**src/hw/afc_pkg.sv**
```systemverilog
// Constants and carrier types for the front-end slot configuration bank.
// Assumes a word-wide register port fed by the serial host interface.
package afc_pkg;

    // Register addresses
    localparam logic [7:0] AFC_ADDR_B_POLARITY = 8'h1d;
    localparam logic [7:0] AFC_ADDR_B_WINDOW = 8'h3b;
    localparam logic [7:0] AFC_ADDR_A_MODE = 8'h42;
    localparam logic [7:0] AFC_ADDR_A_PATH = 8'h43;
    localparam logic [7:0] AFC_ADDR_B_MODE = 8'h44;

    // Reset values
    localparam logic [15:0] AFC_RST_B_POLARITY = 16'h0000;
    localparam logic [15:0] AFC_RST_B_WINDOW = 16'h2017;
    localparam logic [15:0] AFC_RST_A_MODE = 16'h1c38;
    localparam logic [15:0] AFC_RST_A_PATH = 16'hada5;
    localparam logic [15:0] AFC_RST_B_MODE = 16'h1c38;

    // Field positions
    localparam int AFC_POL_MSB = 3;
    localparam int AFC_WIN_LEN_MSB = 15;
    localparam int AFC_WIN_LEN_LSB = 11;
    localparam int AFC_WIN_DLY_MSB = 10;
    localparam int AFC_BUF_GAIN_BIT = 9;
    localparam int AFC_BYPASS_BIT = 7;
    localparam int AFC_PER_CH_BIT = 6;
    localparam int AFC_VREF_MSB = 5;
    localparam int AFC_VREF_LSB = 4;
    localparam int AFC_GAIN_MSB = 1;

    // Path selection codes
    localparam logic [15:0] AFC_PATH_CODE_FULL = 16'hada5;
    localparam logic [15:0] AFC_PATH_CODE_TIA_BUF = 16'hae65;
    localparam logic [15:0] AFC_PATH_CODE_TIA_DIRECT = 16'hb065;

    // Step sizes of the window fields and their cost at the 40 MHz core clock
    localparam int AFC_CLK_PERIOD_PS = 25000;
    localparam int AFC_WIN_LEN_STEP_NS = 1000;
    localparam int AFC_WIN_DLY_STEP_PS = 31250;
    localparam int AFC_WIN_LEN_STEP_CYC = (AFC_WIN_LEN_STEP_NS * 1000) / AFC_CLK_PERIOD_PS;

    typedef enum logic [1:0] {
        AFC_PATH_FULL,
        AFC_PATH_TIA_BUF,
        AFC_PATH_TIA_DIRECT,
        AFC_PATH_RESERVED
    } afc_path_e;

    // Whole register bank, one flop set
    typedef struct packed {
        logic [15:0] b_polarity;
        logic [15:0] b_window;
        logic [15:0] a_mode;
        logic [15:0] a_path;
        logic [15:0] b_mode;
        logic [15:0] rdata;
        logic rvalid;
    } afc_regs_s;

    // Decoded settings of one slot
    typedef struct packed {
        logic [7:0] gains;
        logic [1:0] amp_reference_sel;
        logic integrator_bypass;
        logic buffer_gain_sel;
        logic per_channel_gain_on;
    } afc_slot_s;

    typedef struct packed {
        logic [1:0] next_pulse;
        logic reverse;
    } afc_pol_s;

endpackage : afc_pkg

```
**src/hw/afc_pulse_polarity.sv**
```systemverilog
// Per-pulse integration polarity stepper for slot B.
// Assumes the sequencer strobes one pulse per cycle at most.
module afc_pulse_polarity (
    // Clock, reset and enable
    input wire logic i_clk,
    input wire logic i_reset,
    input wire logic i_ce,
    // Sequence strobes and polarity order
    input wire logic i_seq_start,
    input wire logic i_pulse,
    input wire logic [3:0] i_order,
    // Polarity of the pulse just strobed, index of the next pulse
    output logic o_reverse,
    output logic [1:0] o_next_pulse
);
    afc_pkg::afc_pol_s st;
    afc_pkg::afc_pol_s next_st;
    logic [1:0] idx;

    always_comb begin
        next_st = st;
        idx = i_seq_start ? 2'h0 : st.next_pulse;
        if (i_seq_start) begin
            next_st.next_pulse = 2'h0;
        end
        if (i_pulse) begin
            next_st.reverse = i_order[idx];
            next_st.next_pulse = 2'(idx + 2'h1);    // Wraps after pulse 4
        end
    end

    always_ff @(posedge i_clk) begin
        if (i_reset) begin
            st <= '0;
        end else if (i_ce) begin
            st <= next_st;
        end
    end

    assign o_reverse = st.reverse;
    assign o_next_pulse = st.next_pulse;
endmodule : afc_pulse_polarity

```
**src/hw/afc_slot_config.sv**
```systemverilog
// Front-end configuration register bank for the two measurement slots.
// Assumes the serial host decoder hands over one 16-bit word access per strobe.
// Notes on behaviour
// - Slot B polarity is four bits, bit n for pulse n+1, repeating.
// - Slot B window length is bits 15:11, 1 us steps, reset 4.
// - Slot B window delay is bits 10:0, 31.25 ns steps, reset 0x17.
// - Slot B mode bit 9 picks buffer gain 1 or 0.7.
// - Slot B mode bit 7 makes integrator a buffer; only for TIA-to-converter.
// - Slot B bit 6 on: ch1 own gain, ch2-4 from per-channel word bits 11:6.
// - Slot B reference select bits 5:4, reset 3, four reference voltages.
// - Slot A gain code 200k..25k; all channels or only ch1.
// - Slot A path word resets 0xADA5; unknown codes are reserved.
// - Slot A mode bit 7 turns the integrator into a buffer.
module afc_slot_config (
    // Clock, reset, enable
    input wire logic I_CORE_CLK,
    input wire logic I_RESET,
    input wire logic I_CORE_CE,
    // Register port
    input wire logic [7:0] I_REG_ADDR,
    input wire logic [15:0] I_REG_WDATA,
    input wire logic I_REG_WR,
    input wire logic I_REG_RD,
    output logic [15:0] O_REG_RDATA,
    output logic O_REG_RVALID,
    // Per-channel gain word held elsewhere
    input wire logic [11:0] I_CH_GAIN_WORD,
    // Slot B pulse sequencing
    input wire logic I_SLOTB_SEQ_START,
    input wire logic I_SLOTB_PULSE,
    output logic O_SLOTB_REVERSE,
    // Decoded slot settings
    output afc_pkg::afc_slot_s O_SLOTA,
    output afc_pkg::afc_slot_s O_SLOTB,
    output logic [4:0] O_SLOTB_WINDOW_LENGTH,
    output logic [10:0] O_SLOTB_WINDOW_DELAY,
    output logic [12:0] O_SLOTB_WINDOW_LENGTH_CYC,
    output afc_pkg::afc_path_e O_SLOTA_PATH,
    output logic O_SLOTA_PATH_MISMATCH
);
    afc_pkg::afc_regs_s r;
    afc_pkg::afc_regs_s next_r;
    afc_pkg::afc_slot_s next_a;
    afc_pkg::afc_slot_s next_b;
    afc_pkg::afc_path_e next_path;

    // Channel 1 keeps its own code; others follow it unless split
    function automatic logic [7:0] fan_gain(input logic split, input logic [1:0] own,
                                            input logic [5:0] others);
        logic [7:0] g;
        g = split ? {others, own} : {own, own, own, own};
        return g;
    endfunction : fan_gain

    function automatic afc_pkg::afc_slot_s decode_mode(input logic [15:0] mode,
                                                       input logic [5:0] others);
        afc_pkg::afc_slot_s s;
        s.per_channel_gain_on = mode[afc_pkg::AFC_PER_CH_BIT];
        s.gains = fan_gain(s.per_channel_gain_on, mode[afc_pkg::AFC_GAIN_MSB:0], others);
        s.amp_reference_sel = mode[afc_pkg::AFC_VREF_MSB:afc_pkg::AFC_VREF_LSB];
        s.integrator_bypass = mode[afc_pkg::AFC_BYPASS_BIT];
        s.buffer_gain_sel = mode[afc_pkg::AFC_BUF_GAIN_BIT];
        return s;
    endfunction : decode_mode

    always_comb begin
        next_r = r;
        next_r.rvalid = 1'b0;
        // Whole word stored, reserved bits too, so readback is exact
        if (I_REG_WR) begin
            unique case (I_REG_ADDR)
                afc_pkg::AFC_ADDR_B_POLARITY: next_r.b_polarity = I_REG_WDATA;
                afc_pkg::AFC_ADDR_B_WINDOW: next_r.b_window = I_REG_WDATA;
                afc_pkg::AFC_ADDR_A_MODE: next_r.a_mode = I_REG_WDATA;
                afc_pkg::AFC_ADDR_A_PATH: next_r.a_path = I_REG_WDATA;
                afc_pkg::AFC_ADDR_B_MODE: next_r.b_mode = I_REG_WDATA;
                default: ;
            endcase
        end
        // Read returns the stored word before a same-cycle write lands
        if (I_REG_RD) begin
            next_r.rvalid = 1'b1;
            unique case (I_REG_ADDR)
                afc_pkg::AFC_ADDR_B_POLARITY: next_r.rdata = r.b_polarity;
                afc_pkg::AFC_ADDR_B_WINDOW: next_r.rdata = r.b_window;
                afc_pkg::AFC_ADDR_A_MODE: next_r.rdata = r.a_mode;
                afc_pkg::AFC_ADDR_A_PATH: next_r.rdata = r.a_path;
                afc_pkg::AFC_ADDR_B_MODE: next_r.rdata = r.b_mode;
                default: next_r.rdata = 16'h0000;
            endcase
        end
    end

    always_ff @(posedge I_CORE_CLK) begin
        if (I_RESET) begin
            r.b_polarity <= afc_pkg::AFC_RST_B_POLARITY;
            r.b_window <= afc_pkg::AFC_RST_B_WINDOW;
            r.a_mode <= afc_pkg::AFC_RST_A_MODE;
            r.a_path <= afc_pkg::AFC_RST_A_PATH;
            r.b_mode <= afc_pkg::AFC_RST_B_MODE;
            r.rdata <= 16'h0000;
            r.rvalid <= 1'b0;
        end else if (I_CORE_CE) begin
            r <= next_r;
        end
    end

    // Decoded outputs are registered so the analog side sees clean levels
    always_comb begin
        next_a = decode_mode(r.a_mode, I_CH_GAIN_WORD[5:0]);
        next_b = decode_mode(r.b_mode, I_CH_GAIN_WORD[11:6]);
        unique case (r.a_path)
            afc_pkg::AFC_PATH_CODE_FULL: next_path = afc_pkg::AFC_PATH_FULL;
            afc_pkg::AFC_PATH_CODE_TIA_BUF: next_path = afc_pkg::AFC_PATH_TIA_BUF;
            afc_pkg::AFC_PATH_CODE_TIA_DIRECT: next_path = afc_pkg::AFC_PATH_TIA_DIRECT;
            default: next_path = afc_pkg::AFC_PATH_RESERVED;
        endcase
    end

    afc_pkg::afc_slot_s slot_a;
    afc_pkg::afc_slot_s slot_b;
    afc_pkg::afc_path_e path_a;
    logic mismatch_a;

    always_ff @(posedge I_CORE_CLK) begin
        if (I_RESET) begin
            slot_a <= '0;
            slot_b <= '0;
            path_a <= afc_pkg::AFC_PATH_FULL;
            mismatch_a <= 1'b0;
        end else if (I_CORE_CE) begin
            slot_a <= next_a;
            slot_b <= next_b;
            path_a <= next_path;
            // Flags a software ordering slip only; hardware does not block it
            mismatch_a <= ((next_path == afc_pkg::AFC_PATH_TIA_BUF) && !next_a.integrator_bypass)
                || ((next_path == afc_pkg::AFC_PATH_TIA_DIRECT) && next_a.integrator_bypass);
        end
    end

    afc_pulse_polarity u_pol (
        .i_clk(I_CORE_CLK),
        .i_reset(I_RESET),
        .i_ce(I_CORE_CE),
        .i_seq_start(I_SLOTB_SEQ_START),
        .i_pulse(I_SLOTB_PULSE),
        .i_order(r.b_polarity[afc_pkg::AFC_POL_MSB:0]),
        .o_reverse(O_SLOTB_REVERSE),
        .o_next_pulse()
    );

    assign O_REG_RDATA = r.rdata;
    assign O_REG_RVALID = r.rvalid;
    assign O_SLOTA = slot_a;
    assign O_SLOTB = slot_b;
    assign O_SLOTA_PATH = path_a;
    assign O_SLOTA_PATH_MISMATCH = mismatch_a;
    assign O_SLOTB_WINDOW_LENGTH = r.b_window[afc_pkg::AFC_WIN_LEN_MSB:afc_pkg::AFC_WIN_LEN_LSB];
    assign O_SLOTB_WINDOW_DELAY = r.b_window[afc_pkg::AFC_WIN_DLY_MSB:0];
    // Length in core cycles; the delay step is not a whole cycle, so it stays raw
    assign O_SLOTB_WINDOW_LENGTH_CYC = 13'(O_SLOTB_WINDOW_LENGTH
        * 13'(afc_pkg::AFC_WIN_LEN_STEP_CYC));
endmodule : afc_slot_config

```
**config.mk**
```make
export PLATFORM = sky130hd
export DESIGN_NAME = afc_slot_config
export DESIGN_NICKNAME = d
export VERILOG_FILES = /design/src/hw/afc_pkg.sv /design/src/hw/afc_pulse_polarity.sv /design/src/hw/afc_slot_config.sv
export SDC_FILE = /design/constraint.sdc
export NUM_CORES = 1
export LEC_CHECK = 0
export BUFFER_PORTS_ARGS = -buffer_cell sky130_fd_sc_hd__buf_2
export CORE_UTILIZATION = 30
export DETAILED_ROUTE_END_ITERATION = 16
export PLACE_DENSITY = 0.58
export SETUP_SLACK_MARGIN = 0.05
export SLEW_MARGIN = 10
export SYNTH_ARGS = -nofsm -noshare
export SYNTH_HDL_FRONTEND = slang
export SYNTH_SLANG_ARGS = --single-unit
```
**constraint.sdc**
```tcl
create_clock -name I_CORE_CLK -period 3.1 [get_ports I_CORE_CLK]
set_input_delay 0.775 -clock I_CORE_CLK [delete_from_list [all_inputs] [get_ports I_CORE_CLK]]
set_output_delay 0.775 -clock I_CORE_CLK [all_outputs]
set_load 0.005 [all_outputs]
```
* Yosys cells after proc, flatten, opt, wreduce, memory -nomap -nowiden
Cells that the tools add are included. W data, S select, Z words.
Storage, ports and cells: register bits after elaboration 129, input bits 43, output and inout bits 76, logic and storage cells 54
Operators by class: add/sub/neg operators 1, multiply operators 1, $lt $le $gt $ge 1, equal/unequal tests 10, multiplexer cells 9, reduce and logical (&&, ||, !) cells 11
Operators with widths (count):
- $pmux W16 S5 | 1
- $eq A16 B16 Y1 const B | 3
- $eq A8 B7 Y1 const B | 3
- $mux W8 | 2
- $reduce_and A3 Y1 | 5
- $eq A8 B5 Y1 const B | 1
- $eq A8 B6 Y1 const B | 1
- $mul A5 B3 Y8 const B | 1
- $pmux W2 S3 | 1
- $reduce_and A2 Y1 | 2
- $lt A2 B3 Y1 const B | 1
- $mux W3 | 1
- $add A2 B1 Y2 const B | 1
- $bmux W1 S2 | 1
- $eq A2 B1 Y1 const B | 1
- $eq A2 B2 Y1 const B | 1
- $logic_and A1 B1 Y1 | 2
- $mux W1 | 2
- $mux W2 | 1
- $logic_not A1 Y1 | 1
- $logic_or A1 B1 Y1 | 1

* Depth between registers and ports, before layout
Gate-level depths: netlist of the first run.
depth in word-level cells 5, mapped depth 6, depth with buffers taken out 6

* Modules after synthesis
A second synthesis of the first run with hierarchy kept.
Unflattened totals: cell total of the unflattened synthesis 675, area, all modules 5944.5 um2
Modules (own cells, without submodules):
- afc_slot_config | instances 1, cells each 654, area each 5766.8 um2, seq. area each 2522.4 um2
- afc_pulse_polarity | instances 1, cells each 21, area each 177.7 um2, seq. area each 60.1 um2

* Least setup slack after synthesis of the first run
OpenSTA, ideal clock, no wires.
path type input-to-reg, start point input port I_REG_ADDR[3], end point register r[43] in the netlist's numbering, library setup time 0.120 ns, arrival 2.399 ns, data required time 2.980 ns, slack 0.582 ns, cell stages on the path 5, buffers on the path 2, cell sequence or4b_4 -> or4_4 -> buf_6 -> buf_6 -> a211o_1
Between the ends: longest elaborated chain between the ends 2
Ends and longest elaborated chain:
- from (decl) | RTL line afc_slot_config.sv:20 | input wire logic [7:0] I_REG_ADDR,
- $eq A8 B7 Y1 | RTL line afc_slot_config.sv:71 | unique case (I_REG_ADDR)
- $reduce_and A3 Y1 (no line)
- to (signal assigned) | RTL line afc_slot_config.sv:104 | r <= next_r;
- to (decl) | RTL line afc_slot_config.sv:41 | afc_pkg::afc_regs_s r;
No other way between the ends. A chain may end at the register's enable or synchronous reset.

* Worst setup path after layout of the first run
start point register r, in the netlist O_SLOTB_WINDOW_LENGTH[3], end point output port O_SLOTB_WINDOW_LENGTH_CYC[10]
Between the ends: longest elaborated chain between the ends 1
Ends and longest elaborated chain:
- $mul A5 B3 Y8 | RTL line afc_slot_config.sv:162 | * 13'(afc_pkg::AFC_WIN_LEN_STEP_CYC));
- to (decl) | RTL line afc_slot_config.sv:37 | output logic [12:0] O_SLOTB_WINDOW_LENGTH_CYC,
No other way between the ends.

==> results of run 1 <==
area by class of cell:
| cell class | count | share of cell area |
|---|---|---|
| multi-input cells | 443 | 0.3853 |
| flip-flops and latches | 129 | 0.3638 |
| repair buffers | 132 | 0.1036 |
| clock buffers | 19 | 0.06380 |
| well taps | 260 | 0.04582 |
| clock inverters | 13 | 0.02926 |
| inverters | 16 | 0.008460 |
final timing paths:
| kind | startpoint | end | slack, ps | depth (start not counted) |
|---|---|---|---|---|
| setup / recovery | O_SLOTB_WINDOW_LENGTH[3]$_SDFFE_PP0P_ | O_SLOTB_WINDOW_LENGTH_CYC[10] | 300 | 7 |
| hold / removal | r[31]$_SDFFE_PP0P_ | r[31]$_SDFFE_PP0P_ | 450 | 2 |
| setup reg to reg | r[46]$_SDFFE_PP1P_ | O_SLOTA_PATH_MISMATCH$_SDFFE_PP0P_ | 1450 | 4 |
| hold reg to reg | r[31]$_SDFFE_PP0P_ | r[31]$_SDFFE_PP0P_ | 450 | 2 |
kinds of logic after synthesis:
| kind of cell | count (synthesis) |
|---|---|
| muxes | 49 |
| other | 1 |
| DFF | 129 |
| AOI/OAI and AO/OA | 140 |
| and+or+nand+nor | 240 |
| buffers and inverters | 100 |
| adders and majority gates | 7 |
| xor gates and xnor gates | 2 |
power groups by stage:
stage / logic, mW / registers (mW) / clock network, mW
2_1_floorplan: 0.132 / 1.74 / 0
3_3_place_gp: 0.227 / 1.74 / 0
3_5_place_dp: 0.229 / 1.74 / 0
4_1_cts: 0.229 / 1.70 / 2.27
5_1_grt: 0.251 / 1.70 / 2.34
6_report: 0.227 / 1.70 / 2.22
metrics by stage:
| stage | setup WS (ps) | power (mW) | hold WS [ps] | cells |
|---|---|---|---|---|
| detailed placement | 439.6 | 1.967 | 446.5 | 980 |
| global placement | 456.8 | 1.965 | 442.7 | 980 |
| CTS | 259.0 | 4.197 | 454.5 | 1012 |
| global route | 142.5 | 4.297 | 477.2 | 1012 |
| floorplan | 581.6 | 1.867 | 436.0 | 672 |
| finish | 297.9 | 4.151 | 453.0 | 1012 |
state kept, by name, indices dropped and copies added, names as in the netlist, 2 cells and up:
signal,cells
O_SLOTA_PATH,2
O_REG_RDATA,16
u_pol.o_next_pulse,2
O_SLOTB_WINDOW_LENGTH,5
O_SLOTB,13
r,54
O_SLOTB_WINDOW_DELAY,11
next_a,5
next_b,5
O_SLOTA,13
routing by layer:
| layer | global-route usage | up-vias | share of wire |
|---|---|---|---|
| met5 | 0 | - | 0 |
| met4 | 0.04471 | 0 | 0.0055 |
| met3 | 0.03746 | 11 | 0.050 |
| met2 | 0.2733 | 132 | 0.46 |
| met1 | 0.2403 | 2355 | 0.48 |
| li1 | - | 2431 | - |
cell usage in the layout (no fill, tap or decap), types with 5 or more instances in the layout:
master,n
sky130_fd_sc_hd__a211o_1,14
sky130_fd_sc_hd__a211oi_1,14
sky130_fd_sc_hd__a21oi_1,54
sky130_fd_sc_hd__a22o_1,16
sky130_fd_sc_hd__a22oi_1,16
sky130_fd_sc_hd__a311oi_1,16
sky130_fd_sc_hd__buf_2,112
sky130_fd_sc_hd__buf_4,18
sky130_fd_sc_hd__bufinv_16,5
sky130_fd_sc_hd__clkbuf_16,17
sky130_fd_sc_hd__conb_1,5
sky130_fd_sc_hd__dfxtp_1,129
sky130_fd_sc_hd__ha_1,6
sky130_fd_sc_hd__inv_1,16
sky130_fd_sc_hd__mux2i_1,49
sky130_fd_sc_hd__nand2_1,87
sky130_fd_sc_hd__nand3b_1,13
sky130_fd_sc_hd__nor2_1,91
sky130_fd_sc_hd__nor2b_1,17
worst max-delay path: stages (launching register included):
cell and delay, ps:
sky130_fd_sc_hd__dfxtp_1 350, sky130_fd_sc_hd__ha_1 290, sky130_fd_sc_hd__ha_1 170, sky130_fd_sc_hd__inv_1 50
sky130_fd_sc_hd__fa_1 400, sky130_fd_sc_hd__nor2b_1 130, sky130_fd_sc_hd__o21a_1 110, sky130_fd_sc_hd__buf_2 100
==> results_dict.tcl, run 1 <==
set metrics [dict create \
    initial_utilization 0.3089 \
    share_seq_of_total_power 0.410 \
    kind_of_launch_point_of_the_worst_setup_path "register" \
    worstSkewPairLatency_ps 420 \
    syn_area_per_cell_um2 8.738 \
    fin_nets 789 \
    power_frac_comb 0.055 \
    nFillCells 2032 \
    final_global_route_overflow_total 0 \
    die_area_um2 20020 \
    viasPerCell 4.871 \
    io_pins 119 \
    p_leak_nw 2.947 \
    routed-via-count 4929 \
    gpl.final_weighted_congestion 0.8233 \
    vdd.ir_drop.worst_mv 0.3771 \
    layout_min_cycle_time_ps 2802 \
    first_global_vias 4637 \
    finish.instance_area_um2 7099 \
    final_max_slew_violation_count 0 \
    multi_input_area_um2 2735 \
    placement_rows 50 \
    net-switching-power_mw 0.9071 \
    synth_top_area_share 0.4424 \
    largest_family_of_logic_cells_by_synthesized_area "simple AND/OR/NAND/NOR gates" \
    worst_clock_skew_ps 10.59 \
    grt_pass1_wl_um 26330 \
    clk_transition_reported_paths_ps 60 \
    buffer_ports.inserted 113 \
    clk_root_buffer_cell "sky130_fd_sc_hd__clkbuf_16" \
    post_route_cells_drive_above_1_share 0.2287 \
    dr_drc_count 0 \
    ctsHoldBuffers 0 \
    synth_area_um2 5837 \
    antenna_found_initial 0 \
    numCtsBuffers 17 \
    final.period_utilization 0.9039 \
    critical_path.max_fanout 5 \
    intPower_mw 3.244 \
    placed_area_um2 6439 \
    netSwitchingFraction 0.2185 \
    drtIter0Drc 301 \
    drv_cap 0 \
    clk_path_buf_depth 2 \
    synth-main-ff-cell "sky130_fd_sc_hd__dfxtp_1" \
    final-hold-violation-count 0 \
    timing.setup.tns_ps 0 \
    worstPathArrival_ps 2030 \
    unrepaired_setup_endpoints_after_global_routing "false" \
    synth_simple_gate_area_share 0.1914 \
    syn-instance-count 668 \
    synth-edff-count 0 \
    cts.sink_count 129 \
    routed_wirelength_um 16810 \
    timing.hold.worst.class "reg2reg" \
    yosys_reg_bits 129 \
    yosysWarnings 0 \
    critPathRequiredTime_ps 2320 \
    place_hpwl_um 11190 \
    chipWidth_um 141.5 \
    post-cts-setup-buffers 0 \
    avgRoutedWirePerCell_um 16.61 \
    clockPowerShare 0.535 \
    drtAntennaViolNets 0 \
    worst-setup-path-type "reg2out" \
    synth_compound_area_frac 0.1663 \
    maxClockFrequency_mhz 356.9 \
    register_area_um2 2582 \
    synth.area.top_cells "sky130_fd_sc_hd__dfxtp_1 44%, sky130_fd_sc_hd__mux2i_1 8.4%, sky130_fd_sc_hd__nor2_1 5.9%" \
    syn_to_final_growth_pct 21.63 \
    synth.area.mux_share 0.08403 \
    cts_resized 0 \
    asyncSetResetFlopFracSynth 0 \
    die_h_um 141.5 \
    drt-pass1-iter-count 4 \
    synth-xor-area-share 0.003001 \
    timing.final.setup_violations 0 \
    yosys.area.top_type "sky130_fd_sc_hd__dfxtp_1" \
    ys_top_cells_by_count "129 x sky130_fd_sc_hd__dfxtp_1, 91 x sky130_fd_sc_hd__nor2_1, 87 x sky130_fd_sc_hd__nand2_1" \
    grt_start_max_net_pins 56 \
    yosysMostFrequentCell "sky130_fd_sc_hd__dfxtp_1" \
    status "finished, final reports clean" \
    htree_num_levels 4 \
    tritoncts "built" \
    floorplan.core_area_um2 18890 \
    synth.distinct_cells 49 \
    power_density_nw_per_um2 584.7 \
    synth_fa_ha_area_frac 0.01629 \
    post-route-util 0.3758 \
    critical_path_end_type "primary output" \
    synth_seq_area_share 0.4424 \
    timing_worst_slew_pin_value_ps 690.0 \
    remaining_max_slew_budget_at_the_tightest_pin 0.5335 \
    groute.usage.overall 0.1736 \
    antenna_cells 0 \
]
Power figures use the tool's default switching activity.
==> run 2: changes to the inputs <==
--- a/config.mk
+++ b/config.mk
@@ -15,2 +15,3 @@
 export SYNTH_HDL_FRONTEND = slang
+export SYNTH_HIERARCHICAL = 1
 export SYNTH_SLANG_ARGS = --single-unit
==> constraint.sdc (replaced) <==
create_clock -name I_CORE_CLK -period 3.1 [get_ports I_CORE_CLK]
set_input_delay 0.155 -clock I_CORE_CLK [delete_from_list [all_inputs] [get_ports I_CORE_CLK]]
set_output_delay 0.155 -clock I_CORE_CLK [all_outputs]
set_load 0.005 [all_outputs]
==> run 2 against run 1 <==
Maximum frequency grew 26%; cell area shrank 0.26%; setup slack gained 580 ps; clock-buffer cell count grew 2; power shrank 1.9%; sequential cell count is the same; non-clock buffer count shrank 6; die area grew 1.8%; combinational power grew 4%; synthesized cell count grew 1.0%; highest routed layer unchanged.
==> results_dict.tcl, run 2 <==
set metrics [dict create \
    timing.final.setup_violations 0 \
    final-hold-violation-count 0 \
    groute.usage.overall 0.1740 \
    final_global_route_overflow_total 0 \
    p_leak_nw 2.894 \
    hold_start "I_REG_WDATA[15]" \
    cts.sink_count 129 \
    synth_fa_ha_area_frac 0.01600 \
    timing_worst_slew_pin_value_ps 843.3 \
    layout.cells.most_common_list "129 x sky130_fd_sc_hd__dfxtp_1, 117 x sky130_fd_sc_hd__nand2_1, 112 x sky130_fd_sc_hd__buf_2" \
    tritoncts "built" \
    io_pins 119 \
    unrepaired_setup_endpoints_after_global_routing "false" \
    power_density_nw_per_um2 575.1 \
    chipWidth_um 142.8 \
    worst_clock_skew_ps 9.148 \
    antenna_cells 0 \
    floorplan.core_area_um2 19460 \
    hold-path-cell-count 3 \
    min_to "O_SLOTB_WINDOW_LENGTH[4]$_SDFFE_PP0P_" \
    synth_top_area_share 0.4344 \
    synth.area.top_cells "sky130_fd_sc_hd__dfxtp_1 43%, sky130_fd_sc_hd__nand2_1 7.4%, sky130_fd_sc_hd__mux2i_1 5.9%" \
    synth.distinct_cells 50 \
    post_route_cells_drive_above_1_share 0.2203 \
    most_common_cell_after_layout_fill_and_taps_aside "sky130_fd_sc_hd__dfxtp_1" \
    worstPathArrival_ps 2070 \
    antenna_found_initial 0 \
    kind_of_launch_point_of_the_worst_setup_path "register" \
    buffer_ports.inserted 113 \
    worstSkewPairLatency_ps 430 \
    clk_transition_reported_paths_ps 60 \
    critical_path_end_type "primary output" \
    remaining_max_slew_budget_at_the_tightest_pin 0.4378 \
    r2r-start "r[45]$_SDFFE_PP0P_" \
    fin_nets 786 \
    ctsHoldBuffers 0 \
    yosys_reg_bits 129 \
    routed_wirelength_um 17430 \
    gpl.final_weighted_congestion 0.8384 \
    die_area_um2 20380 \
    maxClockFrequency_mhz 449.5 \
    worst-setup-path-type "reg2out" \
    drtAntennaViolNets 0 \
    viasPerCell 4.914 \
    critical_path.max_fanout 6 \
    avgRoutedWirePerCell_um 17.19 \
    status "finished, final reports clean" \
    final.period_utilization 0.7176 \
    synth-main-ff-cell "sky130_fd_sc_hd__dfxtp_1" \
    yosysMostFrequentCell "sky130_fd_sc_hd__dfxtp_1" \
    timing.hold.worst.class "in2reg" \
    grt_start_max_net_pins 82 \
    syn_to_final_growth_pct 19.11 \
    post-cts-setup-buffers 0 \
    htree_num_levels 4 \
    dr_drc_count 0 \
    critPathRequiredTime_ps 2940 \
    drv_cap 0 \
    routed-via-count 4983 \
    clk_root_buffer_cell "sky130_fd_sc_hd__clkbuf_16" \
    initial_utilization 0.3054 \
    synth_seq_area_share 0.4344 \
    grt_pass1_wl_um 26560 \
    place_hpwl_um 12340 \
    clk_path_buf_depth 2 \
    synth_simple_gate_area_share 0.2105 \
    layout_min_cycle_time_ps 2224 \
    die_h_um 142.8 \
    syn_area_per_cell_um2 8.807 \
    worst-r2r-cell-count 4 \
    cts_resized 0 \
    final_max_slew_violation_count 0 \
    first_global_vias 4516 \
    drtIter0Drc 399 \
    end_of_the_worst_register_to_register_path "O_SLOTA_PATH_MISMATCH$_SDFFE_PP0P_" \
    ys_top_cells_by_count "129 x sky130_fd_sc_hd__dfxtp_1, 117 x sky130_fd_sc_hd__nand2_1, 68 x sky130_fd_sc_hd__nor2_1" \
    vdd.ir_drop.worst_mv 0.4460 \
    final.hold.worst_slack_ps 24.46 \
    largest_family_of_logic_cells_by_synthesized_area "simple AND/OR/NAND/NOR gates" \
    timing.setup.tns_ps 0 \
    synth_area_um2 5944 \
    synth-xor-area-share 0.002947 \
    placement_rows 51 \
    largest_register_ff_count 54 \
    yosys.area.top_type "sky130_fd_sc_hd__dfxtp_1" \
    drt-pass1-iter-count 6 \
    numCtsBuffers 17 \
    synth-edff-count 0 \
    synth.area.mux_share 0.06083 \
    asyncSetResetFlopFracSynth 0 \
    yosysWarnings 6 \
    synth_compound_area_frac 0.1835 \
    regToRegSetupSlack_ps 1500 \
    syn-instance-count 675 \
    regMostFlops "r" \
]
[run 2: worst max path at each step]
stage                                               start                      endpoint  slack [ps]  depth (start not counted)
global route        O_SLOTB_WINDOW_LENGTH[4]$_SDFFE_PP0P_  O_SLOTB_WINDOW_LENGTH_CYC[9]         770                          6
finish              O_SLOTB_WINDOW_LENGTH[4]$_SDFFE_PP0P_  O_SLOTB_WINDOW_LENGTH_CYC[9]         880                          6
floorplan                                   I_REG_ADDR[4]            r[44]$_SDFFE_PP1P_        1250                          7
detailed placement                          I_REG_ADDR[5]            r[47]$_SDFFE_PP0P_         780                          5
CTS                 O_SLOTB_WINDOW_LENGTH[4]$_SDFFE_PP0P_  O_SLOTB_WINDOW_LENGTH_CYC[9]         850                          6
global placement                            I_REG_ADDR[5]            r[34]$_SDFFE_PP0P_         800                          5
[run 2: final cells by class]
class | count | area, µm²
Clock buffer | 21 | 470.5
Clock inverter | 11 | 158.9
Tap cell | 265 | 331.6
Multi-Input combinational cell | 454 | 2841
Inverter | 8 | 30.03
Timing Repair Buffer | 126 | 665.6
Fill cell | 2034 | 12380
Sequential cell | 129 | 2582
[run 2: power by group]
group	leakage [nW]	internal [mW]	total, mW	switching, mW
Combinational	1.53	0.0867	0.237	0.150
Clock	0.316	1.40	2.13	0.734
Sequential	1.05	1.69	1.70	0.0153
[run 2: per-layer routing]
metal  track usage  wire, µm  up-vias
met5             0         0        -
met4       0.07583       359        0
met3       0.05030      1237       25
met2        0.2479      7615      139
met1        0.2414      8214     2354
li1              -         -     2465
[run 2: cells by family after synthesis]
| logic type | after synthesis |
|---|---|
| AOI/OAI and AO/OA | 153 |
| xor gates and xnor gates | 2 |
| adders and majority gates | 7 |
| buffers and inverters | 96 |
| DFF | 129 |
| muxes | 36 |
| other | 1 |
| and+or+nand+nor | 251 |
[run 2: stage by stage]
step / instances / setup WS (ps) / total power [mW] / util / instance area, µm²
global route: 1014 / 768.6 / 4.196 / 0.3638 / 7081
detailed placement: 982 / 778.0 / 1.973 / 0.3315 / 6451
global placement: 982 / 799.1 / 1.972 / 0.3315 / 6451
CTS: 1014 / 848.3 / 4.105 / 0.3638 / 7081
floorplan: 679 / 1252 / 1.874 / - / 5959
finish: 1014 / 875.5 / 4.072 / 0.3638 / 7081
[run 2: worst max-delay path: stages (launching register included)]
cell	delay, ps
sky130_fd_sc_hd__dfxtp_1	440
sky130_fd_sc_hd__ha_1	290
sky130_fd_sc_hd__ha_1	290
sky130_fd_sc_hd__a21o_1	180
sky130_fd_sc_hd__a21oi_1	170
sky130_fd_sc_hd__xnor2_1	130
sky130_fd_sc_hd__buf_2	130
==> run 3: changes to the inputs <==
PLACE_DENSITY = 0.59   (was 0.58)
clock period = 1.85 ns   (was 3.1 ns; I/O delays follow)
==> run 3 against run 2 <==
The run now ends with negative setup slack left; critical endpoint is now O_SLOTB_WINDOW_LENGTH_CYC[10]; worst hold slack lost 5.9 ps; power grew 64%; die area is the same; highest routed layer unchanged.
==> results_dict.tcl, run 3 (synthesis results as in run 2) <==
set metrics [dict create \
    regMostFlops "r" \
    intPower_mw 5.157 \
    critical_path_end_type "primary output" \
    tritoncts "built" \
    timing.hold.worst.class "in2reg" \
    share_seq_of_total_power 0.426 \
    final_global_route_overflow_total 0 \
    critPathRequiredTime_ps 1760 \
    clk_transition_reported_paths_ps 60 \
    die_h_um 142.8 \
    viasPerCell 4.896 \
    netSwitchingFraction 0.2282 \
    largest_register_ff_count 54 \
    io_pins 119 \
    timing.final.ws_setup_ps -124.2 \
    placement_rows 51 \
    most_common_cell_after_layout_fill_and_taps_aside "sky130_fd_sc_hd__dfxtp_1" \
    unrepaired_setup_endpoints_after_global_routing "true" \
    clk_root_buffer_cell "sky130_fd_sc_hd__clkbuf_16" \
    power_frac_comb 0.071 \
    remaining_max_slew_budget_at_the_tightest_pin 0.3494 \
    avgRoutedWirePerCell_um 17.24 \
    clk_path_buf_depth 2 \
    buffer_ports.inserted 113 \
    kind_of_launch_point_of_the_worst_setup_path "register" \
    gpl.final_weighted_congestion 0.8259 \
    initial_utilization 0.3054 \
    vdd.ir_drop.worst_mv 0.6571 \
    hold-path-cell-count 3 \
    layout.cells.most_common_list "125 x sky130_fd_sc_hd__dfxtp_1, 117 x sky130_fd_sc_hd__nand2_1, 112 x sky130_fd_sc_hd__buf_2" \
    drv_cap 0 \
    layout_min_cycle_time_ps 1974 \
    placed_area_um2 6827 \
    status "finished with violations" \
    post-route-util 0.3974 \
    htree_num_levels 4 \
    fin_nets 847 \
    drt-pass1-iter-count 5 \
    net-switching-power_mw 1.524 \
    drtAntennaViolNets 0 \
    routed-via-count 5258 \
    numCtsBuffers 17 \
    critical_path.max_fanout 2 \
    failed_checks "negative setup slack" \
    timing_worst_slew_pin_value_ps 971.6 \
    first_global_vias 5013 \
    finish.instance_area_um2 7735 \
    timing.final.setup_violations 4 \
    chipWidth_um 142.8 \
    drtIter0Drc 421 \
    p_leak_nw 3.181 \
    routed_wirelength_um 18520 \
    place_hpwl_um 13050 \
    grt_pass1_wl_um 28790 \
    final_max_slew_violation_count 0 \
    clockPowerShare 0.502 \
    groute.usage.overall 0.1903 \
    grt_start_max_net_pins 43 \
    nFillCells 1964 \
    syn_to_final_growth_pct 30.12 \
    worstSkewPairLatency_ps 430 \
    power_density_nw_per_um2 863.8 \
    post_route_cells_drive_above_1_share 0.2682 \
    maxClockFrequency_mhz 506.5 \
    worstPathArrival_ps 1880 \
    worst-setup-path-type "reg2out" \
    final.period_utilization 1.067 \
    dr_drc_count 0 \
    timing.setup.tns_ps -367.0 \
    die_area_um2 20380 \
    floorplan.core_area_um2 19460 \
    worst-r2r-cell-count 4 \
    cts.sink_count 129 \
    antenna_cells 0 \
    worst_clock_skew_ps 7.191 \
    final-hold-violation-count 0 \
    antenna_found_initial 0 \
]
==> run 3: worst paths after layout <==
path / start / endpoint / slack, ps
setup / recovery: O_SLOTB_WINDOW_LENGTH[1]$_SDFFE_PP0P_ / O_SLOTB_WINDOW_LENGTH_CYC[10] / -120
hold / removal: I_CH_GAIN_WORD[10] / O_SLOTB[11]$_SDFFE_PP0P_ / 20
setup reg to reg: r[42]$_SDFFE_PP0P_ / O_SLOTA_PATH_MISMATCH$_SDFFE_PP0P_ / 330
hold reg to reg: r[87]$_SDFFE_PP0P_ / r[87]$_SDFFE_PP0P_ / 450
==> run 3: timing repair <==
item | CTS | global route
resized for setup | 16 | 0
pin swaps | 7 | 7
endpoints found under the hold margin | 59 | 0
setup endpoints to repair | 4 | 4
setup buffers | 3 | 0
hold buffers | 22 | 0
cloned | 0 | 0
==> run 3: power groups by stage <==
| stage | combinational, mW | clock (mW) | sequential, mW |
|---|---|---|---|
| 3_5_place_dp | 0.438 | 0 | 2.91 |
| 4_1_cts | 0.475 | 3.42 | 2.85 |
| 2_1_floorplan | 0.234 | 0 | 2.91 |
| 3_3_place_gp | 0.439 | 0 | 2.91 |
| 5_1_grt | 0.519 | 3.55 | 2.85 |
| 6_report | 0.476 | 3.36 | 2.85 |
==> run 3: per-layer routing <==
layer / vias up / GRT usage / part of all wire
met5: - / 0 / 0
met3: 38 / 0.04728 / 0.058
li1: 2582 / - / -
met4: 0 / 0.08546 / 0.027
met1: 2477 / 0.2484 / 0.45
met2: 161 / 0.2951 / 0.46
==> run 3: layout make-up <==
class | instances | area (µm²) | area share
Timing Repair Buffer | 187 | 1279 | 0.1653
Tap cell | 265 | 331.6 | 0.04287
Multi-Input combinational cell | 454 | 2918 | 0.3772
Inverter | 8 | 30.03 | 0.003882
Clock buffer | 19 | 442.9 | 0.05726
Sequential cell | 129 | 2592 | 0.3352
Clock inverter | 12 | 141.4 | 0.01828
==> run 3: metrics by stage <==
step | setup slack, ps | hold WS, ps | power, mW | cells
finish | -124.2 | 18.58 | 6.682 | 1074
global route | -214.5 | 12.38 | 6.926 | 1074
CTS | -165.0 | 0.1865 | 6.744 | 1074
detailed placement | -86.21 | 397.9 | 3.350 | 1018
global placement | -120.0 | 391.5 | 3.350 | 1018
floorplan | 64.97 | 157.1 | 3.140 | 679
==> run 3: critical path: stages, from the launching register on <==
cell and delay (ps):
sky130_fd_sc_hd__dfxtp_4 350, sky130_fd_sc_hd__ha_4 260, sky130_fd_sc_hd__ha_4 120, sky130_fd_sc_hd__inv_2 30, sky130_fd_sc_hd__fa_2 350, sky130_fd_sc_hd__nor2b_1 120
sky130_fd_sc_hd__o21a_1 120, sky130_fd_sc_hd__buf_2 110
